--- src/rtl/ti_pkg.sv ---
`default_nettype none
package ti_pkg;
  // register map
  localparam logic [7:0] ADR_CTL = 8'h89;
  localparam logic [7:0] ADR_LO_UP = 8'h8a;
  localparam logic [7:0] ADR_LO_DN = 8'h8b;
  localparam logic [7:0] ADR_HI_UP = 8'h8c;
  localparam logic [7:0] ADR_HI_DN = 8'h8d;
  localparam logic [7:0] ADR_FLAGS = 8'h8e;
  localparam logic [7:0] ADR_MOD = 8'h8f;
  localparam logic [7:0] ADR_RSVD = 8'h90;
  // event flag bit positions
  localparam int FLG_HIGH = 0;
  localparam int FLG_LOW = 1;
  localparam int FLG_ALS = 2;
  localparam int FLG_BS = 3;
  // interrupt control bit positions
  localparam int CTL_SEL = 0;
  localparam int CTL_LIM_EN = 1;
  localparam int CTL_ALS_EN = 2;
  localparam int CTL_BS_EN = 3;
  localparam int CTL_PER_LSB = 5;
  // modulator timing field positions
  localparam int MOD_DEAD_LSB = 0;
  localparam int MOD_FRQ_LSB = 3;
  localparam int MOD_DLY_LSB = 5;
  // reset values
  localparam logic [7:0] CTL_RST = 8'h00;
  localparam logic [7:0] MOD_RST = 8'h01;
  localparam logic [15:0] LIM_RST = 16'h0000;
  localparam logic [7:0] PTR_RST = 8'h80;
  // timing: half period of the slowest test tone in clock cycles
  localparam int CLK_HZ = 250_000_000;
  localparam int TONE_BASE_HZ = 390_625;
  localparam int TONE_HALF_CYC = CLK_HZ / (2 * TONE_BASE_HZ);
  // serial slave states
  typedef enum logic [6:0] {
    ST_IDLE = 7'h01,
    ST_ADDR = 7'h02,
    ST_AACK = 7'h04,
    ST_WR = 7'h08,
    ST_WACK = 7'h10,
    ST_RD = 7'h20,
    ST_RACK = 7'h40
  } ti_i2c_e;
endpackage
`default_nettype wire

--- src/rtl/ti_cmp_if.sv ---
`timescale 1ns/100ps
`default_nettype none
// sample and limits toward the persistence checker, hits back
interface ti_cmp_if #(parameter int W = 16);
  logic smp_vld;
  logic [W-1:0] smp_val;
  logic [W-1:0] lo_lim;
  logic [W-1:0] hi_lim;
  logic [2:0] persist_code;
  logic lo_hit;
  logic hi_hit;
  modport ctrl (output smp_vld, smp_val, lo_lim, hi_lim, persist_code, input lo_hit, hi_hit);
  modport cmp (input smp_vld, smp_val, lo_lim, hi_lim, persist_code, output lo_hit, hi_hit);
endinterface
`default_nettype wire

--- src/rtl/ti_top.sv ---
// Function
// low limit word at 8Ah upper, 8Bh lower
// high limit word at 8Ch upper, 8Dh lower
// flags for below and above limit crossings
// flags for both channels' data-ready events
// flags stay set until software clears
// writing one clears a flag, zero keeps
// interrupt low while any flag set
// delay field, reset zero
// two-bit code picks test tone frequency
// dead time field, reset one
// host keeps modulator timing at one; the testbench writes other values for its tone checks
// host leaves register 90h alone
// persistence code needs 1 to 128 samples
// select bit routes limits to channel
// enable bits gate each flag
// pointer advances after every read byte
// below low or above high for persistence
`timescale 1ns/100ps
`default_nettype none
module ti_top #(
  parameter logic [6:0] DEV_ADDR = 7'h2a // arbitrary bus address
) (
  // clock and reset
  input wire logic clk,
  input wire logic rst,
  // serial bus, open drain data
  input wire logic scl,
  input wire logic sda_i,
  output logic sda_o,
  output logic sda_oe_n,
  // measurement results
  input wire logic [15:0] bs_result,
  input wire logic bs_valid,
  input wire logic [15:0] als_result,
  input wire logic als_valid,
  // interrupt pad and modulator settings
  output logic int_n,
  output logic test_tone,
  output logic [2:0] mod_delay,
  output logic [2:0] mod_dead_time
);
  if (DEV_ADDR < 7'h08 || DEV_ADDR > 7'h77) begin : g_bad_addr
    $error("ti_top: bus address is reserved");
  end

  typedef struct packed {
    ti_pkg::ti_i2c_e st;
    logic scl_p;
    logic sda_p;
    logic oe_n;
    logic rw;
    logic first;
    logic ack;
    logic [3:0] bitcnt;
    logic [7:0] shreg;
    logic [7:0] ptr;
    logic [7:0] ctl;
    logic [7:0] mod;
    logic [15:0] lo;
    logic [15:0] hi;
    logic [3:0] flags;
    logic int_n;
    logic tone;
    logic [8:0] tcnt;
  } ti_top_s;

  localparam ti_top_s RST_S = '{st: ti_pkg::ST_IDLE, scl_p: 1'b1, sda_p: 1'b1, oe_n: 1'b1,
    ptr: ti_pkg::PTR_RST, ctl: ti_pkg::CTL_RST, mod: ti_pkg::MOD_RST, lo: ti_pkg::LIM_RST,
    hi: ti_pkg::LIM_RST, int_n: 1'b1, default: '0};

  ti_top_s s, n;
  ti_cmp_if #(.W(16)) cif ();
  logic start, stop, rise, fall, wr_fire;
  logic [3:0] ev, clr;
  logic [8:0] half;

  // bus conditions from the previous and present pin levels
  assign start = s.scl_p & scl & s.sda_p & ~sda_i;
  assign stop = s.scl_p & scl & ~s.sda_p & sda_i;
  assign rise = ~s.scl_p & scl;
  assign fall = s.scl_p & ~scl;
  // a data byte after the pointer byte lands in the register at ptr
  assign wr_fire = fall & (s.st == ti_pkg::ST_WR) & (s.bitcnt == 4'h8) & ~s.first;

  // limit comparison follows the selected channel
  assign cif.smp_vld = s.ctl[ti_pkg::CTL_SEL] ? als_valid : bs_valid;
  assign cif.smp_val = s.ctl[ti_pkg::CTL_SEL] ? als_result : bs_result;
  assign cif.lo_lim = s.lo;
  assign cif.hi_lim = s.hi;
  assign cif.persist_code = s.ctl[ti_pkg::CTL_PER_LSB+:3];

  // hardware events, each gated by its enable
  assign ev[ti_pkg::FLG_BS] = bs_valid & s.ctl[ti_pkg::CTL_BS_EN];
  assign ev[ti_pkg::FLG_ALS] = als_valid & s.ctl[ti_pkg::CTL_ALS_EN];
  assign ev[ti_pkg::FLG_LOW] = cif.lo_hit & s.ctl[ti_pkg::CTL_LIM_EN];
  assign ev[ti_pkg::FLG_HIGH] = cif.hi_hit & s.ctl[ti_pkg::CTL_LIM_EN];
  assign clr = (wr_fire && s.ptr == ti_pkg::ADR_FLAGS) ? s.shreg[3:0] : 4'h0;

  // tone half period shrinks by a power of two per code step
  assign half = 9'(ti_pkg::TONE_HALF_CYC) >> s.mod[ti_pkg::MOD_FRQ_LSB+:2];

  ti_persist #(.W(16)) u_persist (
    .clk(clk),
    .rst(rst),
    .cif(cif)
  );

  function automatic logic [7:0] rd_reg(input ti_top_s r);
    logic [7:0] v;
    v = 8'h00;
    unique case (r.ptr)
      ti_pkg::ADR_CTL: v = r.ctl;
      ti_pkg::ADR_LO_UP: v = r.lo[15:8];
      ti_pkg::ADR_LO_DN: v = r.lo[7:0];
      ti_pkg::ADR_HI_UP: v = r.hi[15:8];
      ti_pkg::ADR_HI_DN: v = r.hi[7:0];
      ti_pkg::ADR_FLAGS: v = {4'h0, r.flags};
      ti_pkg::ADR_MOD: v = r.mod;
      default: v = 8'h00; // reserved 90h and unmapped read as zero, see
    endcase
    return v;
  endfunction

  // next state: bus slave, register writes, flags, tone divider
  always_comb begin
    n = s;
    n.scl_p = scl;
    n.sda_p = sda_i;
    // set wins over a clear in the same cycle
    n.flags = (s.flags & ~clr) | ev;
    n.int_n = ~|n.flags;
    if (s.tcnt + 9'h001 >= half) begin
      n.tcnt = 9'h000;
      n.tone = ~s.tone;
    end else begin
      n.tcnt = s.tcnt + 9'h001;
    end
    if (wr_fire) begin
      unique case (s.ptr)
        ti_pkg::ADR_CTL: n.ctl = s.shreg;
        ti_pkg::ADR_LO_UP: n.lo[15:8] = s.shreg;
        ti_pkg::ADR_LO_DN: n.lo[7:0] = s.shreg;
        ti_pkg::ADR_HI_UP: n.hi[15:8] = s.shreg;
        ti_pkg::ADR_HI_DN: n.hi[7:0] = s.shreg;
        ti_pkg::ADR_MOD: n.mod = s.shreg;
        default: ; // flags handled above, others ignore writes
      endcase
    end
    // start and stop override any byte in flight
    if (start) begin
      n.st = ti_pkg::ST_ADDR;
      n.bitcnt = 4'h0;
      n.oe_n = 1'b1;
    end else if (stop) begin
      n.st = ti_pkg::ST_IDLE;
      n.oe_n = 1'b1;
    end else begin
      unique case (s.st)
        ti_pkg::ST_IDLE: ;
        ti_pkg::ST_ADDR, ti_pkg::ST_WR: begin
          if (rise) begin
            n.shreg = {s.shreg[6:0], sda_i};
            n.bitcnt = s.bitcnt + 4'h1;
          end else if (fall && s.bitcnt == 4'h8) begin
            if (s.st == ti_pkg::ST_WR) begin
              n.st = ti_pkg::ST_WACK;
              n.oe_n = 1'b0;
              n.first = 1'b0;
              n.ptr = s.first ? s.shreg : s.ptr + 8'h01;
            end else if (s.shreg[7:1] == DEV_ADDR) begin
              n.st = ti_pkg::ST_AACK;
              n.oe_n = 1'b0;
              n.rw = s.shreg[0];
              n.first = ~s.shreg[0];
            end else begin
              n.st = ti_pkg::ST_IDLE; // not our address
            end
          end
        end
        ti_pkg::ST_AACK, ti_pkg::ST_WACK: begin
          if (fall) begin
            n.bitcnt = 4'h0;
            if (s.st == ti_pkg::ST_AACK && s.rw) begin
              n.st = ti_pkg::ST_RD;
              n.shreg = rd_reg(s);
              n.oe_n = n.shreg[7];
            end else begin
              n.st = ti_pkg::ST_WR;
              n.oe_n = 1'b1;
            end
          end
        end
        ti_pkg::ST_RD: begin
          if (fall) begin
            if (s.bitcnt == 4'h7) begin
              n.st = ti_pkg::ST_RACK;
              n.oe_n = 1'b1;
              n.ptr = s.ptr + 8'h01;
            end else begin
              n.shreg = {s.shreg[6:0], 1'b0};
              n.oe_n = s.shreg[6];
              n.bitcnt = s.bitcnt + 4'h1;
            end
          end
        end
        ti_pkg::ST_RACK: begin
          if (rise) begin
            n.ack = ~sda_i;
          end else if (fall) begin
            if (s.ack) begin
              n.st = ti_pkg::ST_RD;
              n.bitcnt = 4'h0;
              n.shreg = rd_reg(s);
              n.oe_n = n.shreg[7];
            end else begin
              n.st = ti_pkg::ST_IDLE; // master ended the burst
            end
          end
        end
      endcase
    end
  end

  always_ff @(posedge clk or posedge rst) begin
    if (rst) begin
      s <= RST_S;
    end else begin
      s <= n;
    end
  end

  // pins and settings straight from state; the pad only ever pulls low
  assign sda_o = 1'b0;
  assign sda_oe_n = s.oe_n;
  assign int_n = s.int_n;
  assign test_tone = s.tone;
  assign mod_delay = s.mod[ti_pkg::MOD_DLY_LSB+:3];
  assign mod_dead_time = s.mod[ti_pkg::MOD_DEAD_LSB+:3];
endmodule
`default_nettype wire

--- src/rtl/ti_persist.sv ---
`timescale 1ns/100ps
`default_nettype none
module ti_persist #(
  parameter int W = 16
) (
  // clock and reset
  input wire logic clk,
  input wire logic rst,
  // comparison channel
  ti_cmp_if.cmp cif
);
  if (W < 1 || W > 32) begin : g_bad_width
    $error("ti_persist: sample width out of range");
  end

  typedef struct packed {
    logic [7:0] lo_cnt;
    logic [7:0] hi_cnt;
    logic lo_hit;
    logic hi_hit;
  } ti_per_s;

  ti_per_s s, n;
  logic [8:0] need;

  // 1 << code consecutive samples are needed
  assign need = 9'h001 << cif.persist_code;

  // run lengths restart after a hit so a steady level hits again every 1 << code samples
  always_comb begin
    n = s;
    n.lo_hit = 1'b0;
    n.hi_hit = 1'b0;
    if (cif.smp_vld) begin
      if (cif.smp_val < cif.lo_lim) begin
        if ({1'b0, s.lo_cnt} + 9'h001 >= need) begin
          n.lo_hit = 1'b1;
          n.lo_cnt = 8'h00;
        end else begin
          n.lo_cnt = s.lo_cnt + 8'h01;
        end
      end else begin
        n.lo_cnt = 8'h00;
      end
      if (cif.smp_val > cif.hi_lim) begin
        if ({1'b0, s.hi_cnt} + 9'h001 >= need) begin
          n.hi_hit = 1'b1;
          n.hi_cnt = 8'h00;
        end else begin
          n.hi_cnt = s.hi_cnt + 8'h01;
        end
      end else begin
        n.hi_cnt = 8'h00;
      end
    end
  end

  always_ff @(posedge clk or posedge rst) begin
    if (rst) begin
      s <= '0;
    end else begin
      s <= n;
    end
  end

  assign cif.lo_hit = s.lo_hit;
  assign cif.hi_hit = s.hi_hit;
endmodule
`default_nettype wire

--- config.mk ---
export PLATFORM = sky130hd
export DESIGN_NAME = ti_top
export DESIGN_NICKNAME = d
export VERILOG_FILES = /design/src/rtl/ti_pkg.sv /design/src/rtl/ti_cmp_if.sv /design/src/rtl/ti_top.sv /design/src/rtl/ti_persist.sv
export SDC_FILE = /design/constraint.sdc
export NUM_CORES = 1
export LEC_CHECK = 0
export ABC_AREA = 1
export BUFFER_PORTS_ARGS = -buffer_cell sky130_fd_sc_hd__buf_2
export CORE_AREA = 2 2 130 132
export DETAILED_ROUTE_END_ITERATION = 6
export DIE_AREA = 0 0 132 134
export PLACE_DENSITY = 0.65
export SYNTH_ARGS = -nofsm -noshare
export SYNTH_HDL_FRONTEND = slang
export SYNTH_SLANG_ARGS = --single-unit
--- constraint.sdc ---
create_clock -name clk -period 4 [get_ports clk]
set_input_delay 0 -clock clk [delete_from_list [all_inputs] [get_ports clk]]
set_output_delay 0 -clock clk [all_outputs]
set_load 0.05 [all_outputs]
==> Word-level counts from Yosys, hierarchy flattened <==
Cells that the tools add are included.
Widths: inputs -> output; s select.
{ "totals": {"input_bits": 38, "out_inout_bits": 10, "ff_bits": 114} }
{ "classes": {"reduce_logical": 26, "n_eq_ne": 45, "shift": 2, "mux": 61, "n_bitwise": 28, "n_lt_le_gt_ge": 5, "addsub": 7} }
{ "ops": {"columns": ["operator", "count"], "rows": [
  ["$mux 8", 10],
  ["$mux 12", 6],
  ["$mux 7", 10],
  ["$eq 8x8->1 const B", 7],
  ["$pmux 8 s7", 1],
  ["$pmux 12 s4", 1],
  ["$mux 20", 2],
  ["$ne 4x4->1 const B", 8],
  ["$pmux 7 s4", 1],
  ["$ge 9x9->1", 3],
  ["$ne 2x2->1 const B", 13],
  ["$add 8x1->8 const B", 3],
  ["$ne 3x3->1 const B", 7],
  ["$add 8x1->9 const B", 2],
  ["$reduce_and 9->1", 2],
  ["$mux 1", 17],
  ["$gt 16x16->1", 1],
  ["$lt 16x16->1", 1],
  ["$mux 16", 1],
  ["$pmux 8 s2", 1],
  ["$reduce_and 8->1", 2],
  ["$and 1x1->1", 14],
  ["$eq 7x6->1 const B", 2],
  ["$mux 3", 4],
  ["34 further kinds", 55]
]} }

==> Depth between registers and ports, before layout <==
{ "logic_depth": {"depth_word": 12, "depth_mapped": 17, "ltp_nobuf": 17} }

==> Modules after synthesis <==
Synthesis repeated with hierarchy kept, for this count alone.
{ "unflattened": {"hier_cells": 1118, "hier_area_um2": 8301.7} }
{ "modules_own_cells": {"columns": ["module", "cells_each", "area_each_um2", "seq_area_each_um2", "instances"], "rows": [
  ["ti_top", 767, 5865.6, 2411.1, 1],
  ["ti_persist", 351, 2436.1, 450.4, 1]
]} }

==> Worst setup path before layout <==
No wires, ideal clock.
{ "synth_path": {"kind": "register to register", "startpoint": "register u_persist.s[10] in the netlist's numbering", "endpoint": "register u_persist.s[10] in the netlist's numbering", "path_buffers": 0, "required_time_ns": 3.933, "stages_incl_launch_ff": 17, "synth_period_minus_slack_ns": 2.372, "path_slack_ns": 1.628, "setup_time_ns": 0.067, "arrival_ns": 2.305, "cell_sequence": "dfrtp_1 ha_1 nand2_1 nor2_1 inv_1 nor2_1 xnor2_1 inv_1 ha_1 a21o_1 nand3_1 nand2_1 nor2_1 nand2_1 nor2_2 nand4_1 nand2_1"} }
{ "synth_via": {"elab_chain_len": 4} }
{ "synth_rtl": {"columns": ["element", "line", "source"], "rows": [
  ["start: declaration", "ti_persist.sv:23", "ti_per_s s, n;"],
  ["start signal: assignment", "ti_persist.sv:62", "s <= n;"],
  ["$add 8x1->9", "ti_persist.sv:36", "if ({1'b0, s.lo_cnt} + 9'h001 >= need) begin"],
  ["$ge 9x9->1", "ti_persist.sv:36", null],
  ["$mux 8 (*)", "ti_persist.sv:36", null],
  ["$mux 8 (*)", "ti_persist.sv:35", "if (cif.smp_val < cif.lo_lim) begin"]
]} }
Every way passes the cells marked *; elsewhere a longest branch is shown, timed or not.
A chain may end at the register's enable or synchronous reset.

==> Final worst setup path <==
{ "layout_path": {"startpoint": "register s[55] in the netlist's numbering", "endpoint": "register u_persist.s[6] in the netlist's numbering"} }
{ "layout_via": {"elab_chain_len": 3} }
{ "layout_rtl": {"columns": ["element", "line", "source"], "rows": [
  ["start: declaration", "ti_top.sv:72", "ti_top_s s, n;"],
  ["start signal: assignment", "ti_top.sv:229", "s <= n;"],
  ["$mux 16", "ti_top.sv:88", "assign cif.smp_val = s.ctl[ti_pkg::CTL_SEL] ? als_result : bs_result;"],
  ["$gt 16x16->1", "ti_persist.sv:45", "if (cif.smp_val > cif.hi_lim) begin"],
  ["$mux 8", "ti_persist.sv:45", null]
]} }
Several ways; a longest one is shown, not always the timed one.

==> metrics.txt <==
# TYPE chip_impl_metric gauge
chip_impl_metric{name="placement_rows",unit=""} 47
chip_impl_metric{name="cell_internal_pwr",unit="mW"} 2.53
chip_impl_metric{name="synth_seq_area_share",unit="%"} 35.9
chip_impl_metric{name="critPathMaxFanout",unit=""} 20
chip_impl_metric{name="final.setup.tns",unit="ns"} 0
chip_impl_info{name="grt.busiest_layer",value="met2"} 1
chip_impl_metric{name="timing_hold_violations_final",unit=""} 1
chip_impl_metric{name="irDropWorstVdd",unit="uV"} 302
chip_impl_metric{name="finalCriticalPeriod",unit="ns"} 3.14
chip_impl_info{name="reg2reg_to",value="u_persist.s[6]$_DFFE_PP0P_"} 1
chip_impl_metric{name="netlist_instances",unit=""} 1081
chip_impl_metric{name="synth.net_count",unit=""} 1182
chip_impl_metric{name="start_util",unit="%"} 48.9
chip_impl_metric{name="synth-warning-count",unit=""} 0
chip_impl_metric{name="power.switching",unit="mW"} 1.21
chip_impl_metric{name="clk_latency",unit="ns"} 0.42
chip_impl_metric{name="first_pass_grt_wire_length",unit="um"} 33300
chip_impl_metric{name="layout.core_utilization",unit="%"} 55.0
chip_impl_metric{name="drt_first_pass_iters",unit=""} 5
chip_impl_metric{name="gr-usage-met1",unit="%"} 32.0
chip_impl_metric{name="core_area",unit="sq um"} 16300
chip_impl_metric{name="clkSinkCount",unit=""} 114
chip_impl_metric{name="report.final.slew_viol_count",unit=""} 0
chip_impl_metric{name="routabilityCongestion",unit=""} 0.930
chip_impl_info{name="critical_path_launch_point_type",value="flip-flop"} 1
chip_impl_metric{name="globalRouteOverflowTotal",unit=""} 0
chip_impl_metric{name="synth.avg_cell_area",unit="sq um"} 7.37
chip_impl_info{name="whs_endpoint",value="s[13]$_DFF_PP0_"} 1
chip_impl_metric{name="worst_slew_margin_relative_to_its_limit",unit="%"} 54.0
chip_impl_metric{name="cts.reportedPaths.clkPinSlew",unit="ns"} 0.06
chip_impl_metric{name="fmax",unit="MHz"} 318
chip_impl_metric{name="cts-buffers-inserted",unit=""} 17
chip_impl_info{name="timing.critical_path.to_type",value="flip-flop"} 1
chip_impl_metric{name="synth.cell_area",unit="sq um"} 7960
chip_impl_metric{name="use_met3",unit="%"} 4.04
chip_impl_metric{name="cellLeakagePower",unit="nW"} 4.50
chip_impl_metric{name="reg2reg_depth",unit=""} 12
chip_impl_metric{name="detailedRoute.firstIterationViolations",unit=""} 579
chip_impl_metric{name="cts_post_setup_buffers_inserted",unit=""} 0
chip_impl_metric{name="synth.ff_latch_count",unit=""} 114
chip_impl_metric{name="final_min_period_over_clock_period",unit="%"} 78.6
chip_impl_metric{name="grt_start_max_net_pins",unit=""} 55
chip_impl_metric{name="grtUsageTotal",unit="%"} 23.6
chip_impl_metric{name="detailroute.via_count",unit=""} 7035
chip_impl_metric{name="post_drt_wl_per_cell",unit="um"} 14.5
chip_impl_metric{name="die-area",unit="sq um"} 17700
chip_impl_metric{name="fraction_of_layout_instances_using_a_drive_strength_above_1",unit="%"} 12.2
chip_impl_metric{name="via_count_of_the_first_global_routing_pass",unit=""} 6663
chip_impl_metric{name="detailedPlacementHpwl",unit="um"} 14700
chip_impl_metric{name="floorplan.io_pins",unit=""} 48
chip_impl_info{name="root_buffer",value="sky130_fd_sc_hd__clkbuf_16"} 1
chip_impl_metric{name="yosys.cell_types.count",unit=""} 42
chip_impl_info{name="setup_repair_after_global_routing_missed_its_margin",value="no"} 1
chip_impl_metric{name="groute.layer.met2.usage",unit="%"} 38.9
chip_impl_metric{name="hold_depth",unit=""} 4
chip_impl_metric{name="cap_violations",unit=""} 0
chip_impl_metric{name="power_density",unit="nW/um^2"} 417
chip_impl_metric{name="cts_htree_levels",unit=""} 4
chip_impl_metric{name="worst-endpoint-required",unit="ns"} 4.35
chip_impl_metric{name="floorplan.die.width",unit="um"} 132
chip_impl_metric{name="pwr-share-seq",unit="%"} 35.8
chip_impl_metric{name="die-height",unit="um"} 134
chip_impl_metric{name="share_of_flip_flops_with_an_asynchronous_set_or_reset",unit="%"} 100
chip_impl_metric{name="switching_share",unit="%"} 32.3
chip_impl_metric{name="numPortBuffers",unit=""} 46
chip_impl_info{name="violations_in_the_final_reports",value="negative hold slack"} 1
chip_impl_info{name="most_used_flip_flop_cell_after_synthesis",value="sky130_fd_sc_hd__dfrtp_1"} 1
chip_impl_metric{name="avgViaCountPerCell",unit=""} 5.17
chip_impl_info{name="cts_tree",value="built"} 1
chip_impl_info{name="run_status",value="finished, violations left"} 1
chip_impl_metric{name="clock_skew",unit="ns"} 0.00869
chip_impl_metric{name="wl",unit="um"} 19700
chip_impl_metric{name="worst_slew_pin_slew",unit="ns"} 0.690
chip_impl_metric{name="antenna_found_initial",unit=""} 0
chip_impl_metric{name="drc",unit=""} 0
chip_impl_metric{name="cts_max_path_buffers",unit=""} 2
chip_impl_metric{name="antenna_cells_inserted",unit=""} 0
chip_impl_info{name="critical_register_to_register_path_startpoint",value="s[55]$_DFFE_PP0P_"} 1
chip_impl_metric{name="final_setup_violation_count",unit=""} 0
chip_impl_metric{name="area.growth.synth_to_final",unit="%"} 12.5
chip_impl_metric{name="share_of_power_burned_in_combinational_logic",unit="%"} 20.6
chip_impl_metric{name="worst-r2r-setup-slack",unit="ns"} 0.86
chip_impl_info{name="critical_path_class",value="flip-flop to flip-flop"} 1
chip_impl_info{name="hold_path_startpoint",value="als_valid"} 1
chip_impl_metric{name="fin_worst_hold_slack",unit="ns"} -0.00554
chip_impl_metric{name="route.antenna.remaining_nets",unit=""} 0
chip_impl_info{name="min-delay-path-class",value="primary input to flip-flop"} 1
chip_impl_metric{name="crit_arrival",unit="ns"} 3.50
chip_impl_metric{name="nNetsFinal",unit=""} 1230
chip_impl_metric{name="share_clk_of_total_power",unit="%"} 43.5
chip_impl_metric{name="synth_enable_flop_cells",unit=""} 0
==> layout by cell type (no fill, tap or decap), types with 3 or more instances in the layout <==
cell / n
sky130_fd_sc_hd__nor2_1: 101
sky130_fd_sc_hd__dlygate4sd3_1: 4
sky130_fd_sc_hd__a21oi_1: 35
sky130_fd_sc_hd__buf_2: 46
sky130_fd_sc_hd__nand3_1: 61
sky130_fd_sc_hd__dfstp_2: 7
sky130_fd_sc_hd__o21a_1: 5
sky130_fd_sc_hd__a21o_1: 3
sky130_fd_sc_hd__nor2_4: 7
sky130_fd_sc_hd__bufinv_16: 4
sky130_fd_sc_hd__inv_1: 119
sky130_fd_sc_hd__xor2_1: 18
sky130_fd_sc_hd__nor2_2: 7
sky130_fd_sc_hd__o21ai_0: 41
sky130_fd_sc_hd__inv_2: 8
sky130_fd_sc_hd__ha_1: 63
sky130_fd_sc_hd__dfrtp_1: 107
sky130_fd_sc_hd__nor2_8: 4
sky130_fd_sc_hd__nor3b_1: 3
sky130_fd_sc_hd__o21ai_1: 48
sky130_fd_sc_hd__nand2_1: 339
sky130_fd_sc_hd__nand3b_1: 4
sky130_fd_sc_hd__nand2_2: 7
sky130_fd_sc_hd__nand3_2: 5
sky130_fd_sc_hd__xnor2_1: 4
sky130_fd_sc_hd__nand4_1: 25
sky130_fd_sc_hd__buf_4: 3
sky130_fd_sc_hd__clkbuf_16: 17
sky130_fd_sc_hd__nand3_4: 5
sky130_fd_sc_hd__nand2_4: 4
sky130_fd_sc_hd__clkinv_2: 5
sky130_fd_sc_hd__nor3_1: 12
==> through the flow <==
stage	std cells	hold WS (ns)	total power, mW	area (sq um)	setup slack [ns]
detailed placement	1326	0.141	2.12	8290	0.871
global placement	1326	0.138	2.11	8290	0.966
CTS	1362	0.00104	3.76	8960	0.858
finish	1362	-0.00554	3.74	8960	0.857
floorplan	1081	0.00448	1.92	7960	0.996
global route	1362	0.0146	3.94	8960	0.530
==> area by class of cell <==
| type | instances | area [sq um] |
|---|---|---|
| clock buffer | 18 | 439 |
| inverter | 129 | 487 |
| multi-input combinational | 814 | 4410 |
| clock inverter | 14 | 186 |
| timing repair buffer | 53 | 293 |
| fill | 1569 | 7330 |
| sequential | 114 | 2860 |
| tap | 220 | 275 |
==> what timing repair did <==
action,CTS,global route
hold buffers,4,0
gates resized for setup,0,0
hold endpoints to repair,52,0
==> metal layers <==
metal  vias to the layer above  share of wire, %
li1                       3591                 -
met1                      3249                47
met2                       169                47
met3                        26               4.5
met4                         0               1.7
met5                         -                 0
==> Yosys cell counts, types with 5 or more instances <==
| library cell | count | share of area [%] |
|---|---|---|
| sky130_fd_sc_hd__buf_6 | 9 | 1.3 |
| sky130_fd_sc_hd__ha_1 | 63 | 9.9 |
| sky130_fd_sc_hd__nor2_2 | 7 | 0.55 |
| sky130_fd_sc_hd__nand2_1 | 339 | 16 |
| sky130_fd_sc_hd__nand4_1 | 25 | 2.0 |
| sky130_fd_sc_hd__nand3_2 | 5 | 0.63 |
| sky130_fd_sc_hd__o21ai_0 | 41 | 2.6 |
| sky130_fd_sc_hd__inv_1 | 120 | 5.7 |
| sky130_fd_sc_hd__dfstp_2 | 7 | 2.3 |
| sky130_fd_sc_hd__o21ai_1 | 48 | 3.0 |
| sky130_fd_sc_hd__xor2_1 | 18 | 2.0 |
| sky130_fd_sc_hd__nor2_1 | 101 | 4.8 |
| sky130_fd_sc_hd__nand3_4 | 5 | 1.1 |
| sky130_fd_sc_hd__nand2_2 | 7 | 0.55 |
| sky130_fd_sc_hd__inv_2 | 8 | 0.38 |
| sky130_fd_sc_hd__o21a_1 | 5 | 0.47 |
| sky130_fd_sc_hd__nor3_1 | 12 | 0.75 |
| sky130_fd_sc_hd__a21oi_1 | 35 | 2.2 |
| sky130_fd_sc_hd__nand3_1 | 61 | 3.8 |
| sky130_fd_sc_hd__nor2_4 | 7 | 0.99 |
| sky130_fd_sc_hd__dfrtp_1 | 107 | 34 |
| sky130_fd_sc_hd__buf_4 | 7 | 0.66 |
==> flip-flops by register name (all words and copies together) (netlist names), 3 cells and up <==
| register | count |
|---|---|
| cif.persist_code | 3 |
| mod_delay | 3 |
| u_persist.s | 16 |
| cif.hi_lim | 16 |
| s | 52 |
| mod_dead_time | 3 |
| cif.lo_lim | 16 |
==> power groups by stage <==
| stage | clock (mW) | combinational [mW] | sequential (mW) |
|---|---|---|---|
| 2_1_floorplan | 0 | 0.560 | 1.36 |
| 3_3_place_gp | 0 | 0.753 | 1.36 |
| 3_5_place_dp | 0 | 0.762 | 1.36 |
| 4_1_cts | 1.65 | 0.775 | 1.34 |
| 5_1_grt | 1.71 | 0.883 | 1.35 |
| 6_report | 1.63 | 0.771 | 1.34 |
==> worst max-delay path, cell delays in order, from the launching register on <==
cell	delay, ns
sky130_fd_sc_hd__dfrtp_1	0.74
sky130_fd_sc_hd__clkinv_1	0.62
sky130_fd_sc_hd__nand2_1	0.20
sky130_fd_sc_hd__nand2_1	0.09
sky130_fd_sc_hd__ha_1	0.28
sky130_fd_sc_hd__nand2_1	0.06
sky130_fd_sc_hd__o21ai_0	0.20
sky130_fd_sc_hd__nand2_1	0.07
sky130_fd_sc_hd__nand2_1	0.06
sky130_fd_sc_hd__nand2_1	0.06
sky130_fd_sc_hd__a21oi_2	0.47
sky130_fd_sc_hd__nand3_1	0.14
sky130_fd_sc_hd__nand2_1	0.09
==> kinds of logic (layout without fill, tap and decap cells) <==
logic type	count (synthesis)	after routing	synth area share, %
XOR/XNOR	22	22	2.42
AND/OR/NAND/NOR	585	585	33.4
flip-flops	114	114	35.9
buffers and inverters	153	214	8.63
other	1	1	0.0471
AO/OA/AOI/OAI	143	143	9.65
adder cells (fa/ha/maj)	63	63	9.90
==> worst max path at each step <==
| stage | slack [ns] | start | cells after the start | endpoint |
|---|---|---|---|---|
| final | 0.86 | s[55]$_DFFE_PP0P_ | 12 | u_persist.s[6]$_DFFE_PP0P_ |
| after detailed placement | 0.87 | s[55]$_DFFE_PP0P_ | 12 | u_persist.s[6]$_DFFE_PP0P_ |
| after CTS | 0.86 | s[55]$_DFFE_PP0P_ | 12 | u_persist.s[7]$_DFFE_PP0P_ |
| after floorplan | 1.0 | rst | 1 | cif.hi_lim[0]$_DFFE_PP0P_ |
| after global routing | 0.53 | s[55]$_DFFE_PP0P_ | 12 | u_persist.s[7]$_DFFE_PP0P_ |
| after global placement | 0.97 | s[55]$_DFFE_PP0P_ | 12 | u_persist.s[9]$_DFFE_PP0P_ |
Note: power is estimated with default switching activity, not from simulation.
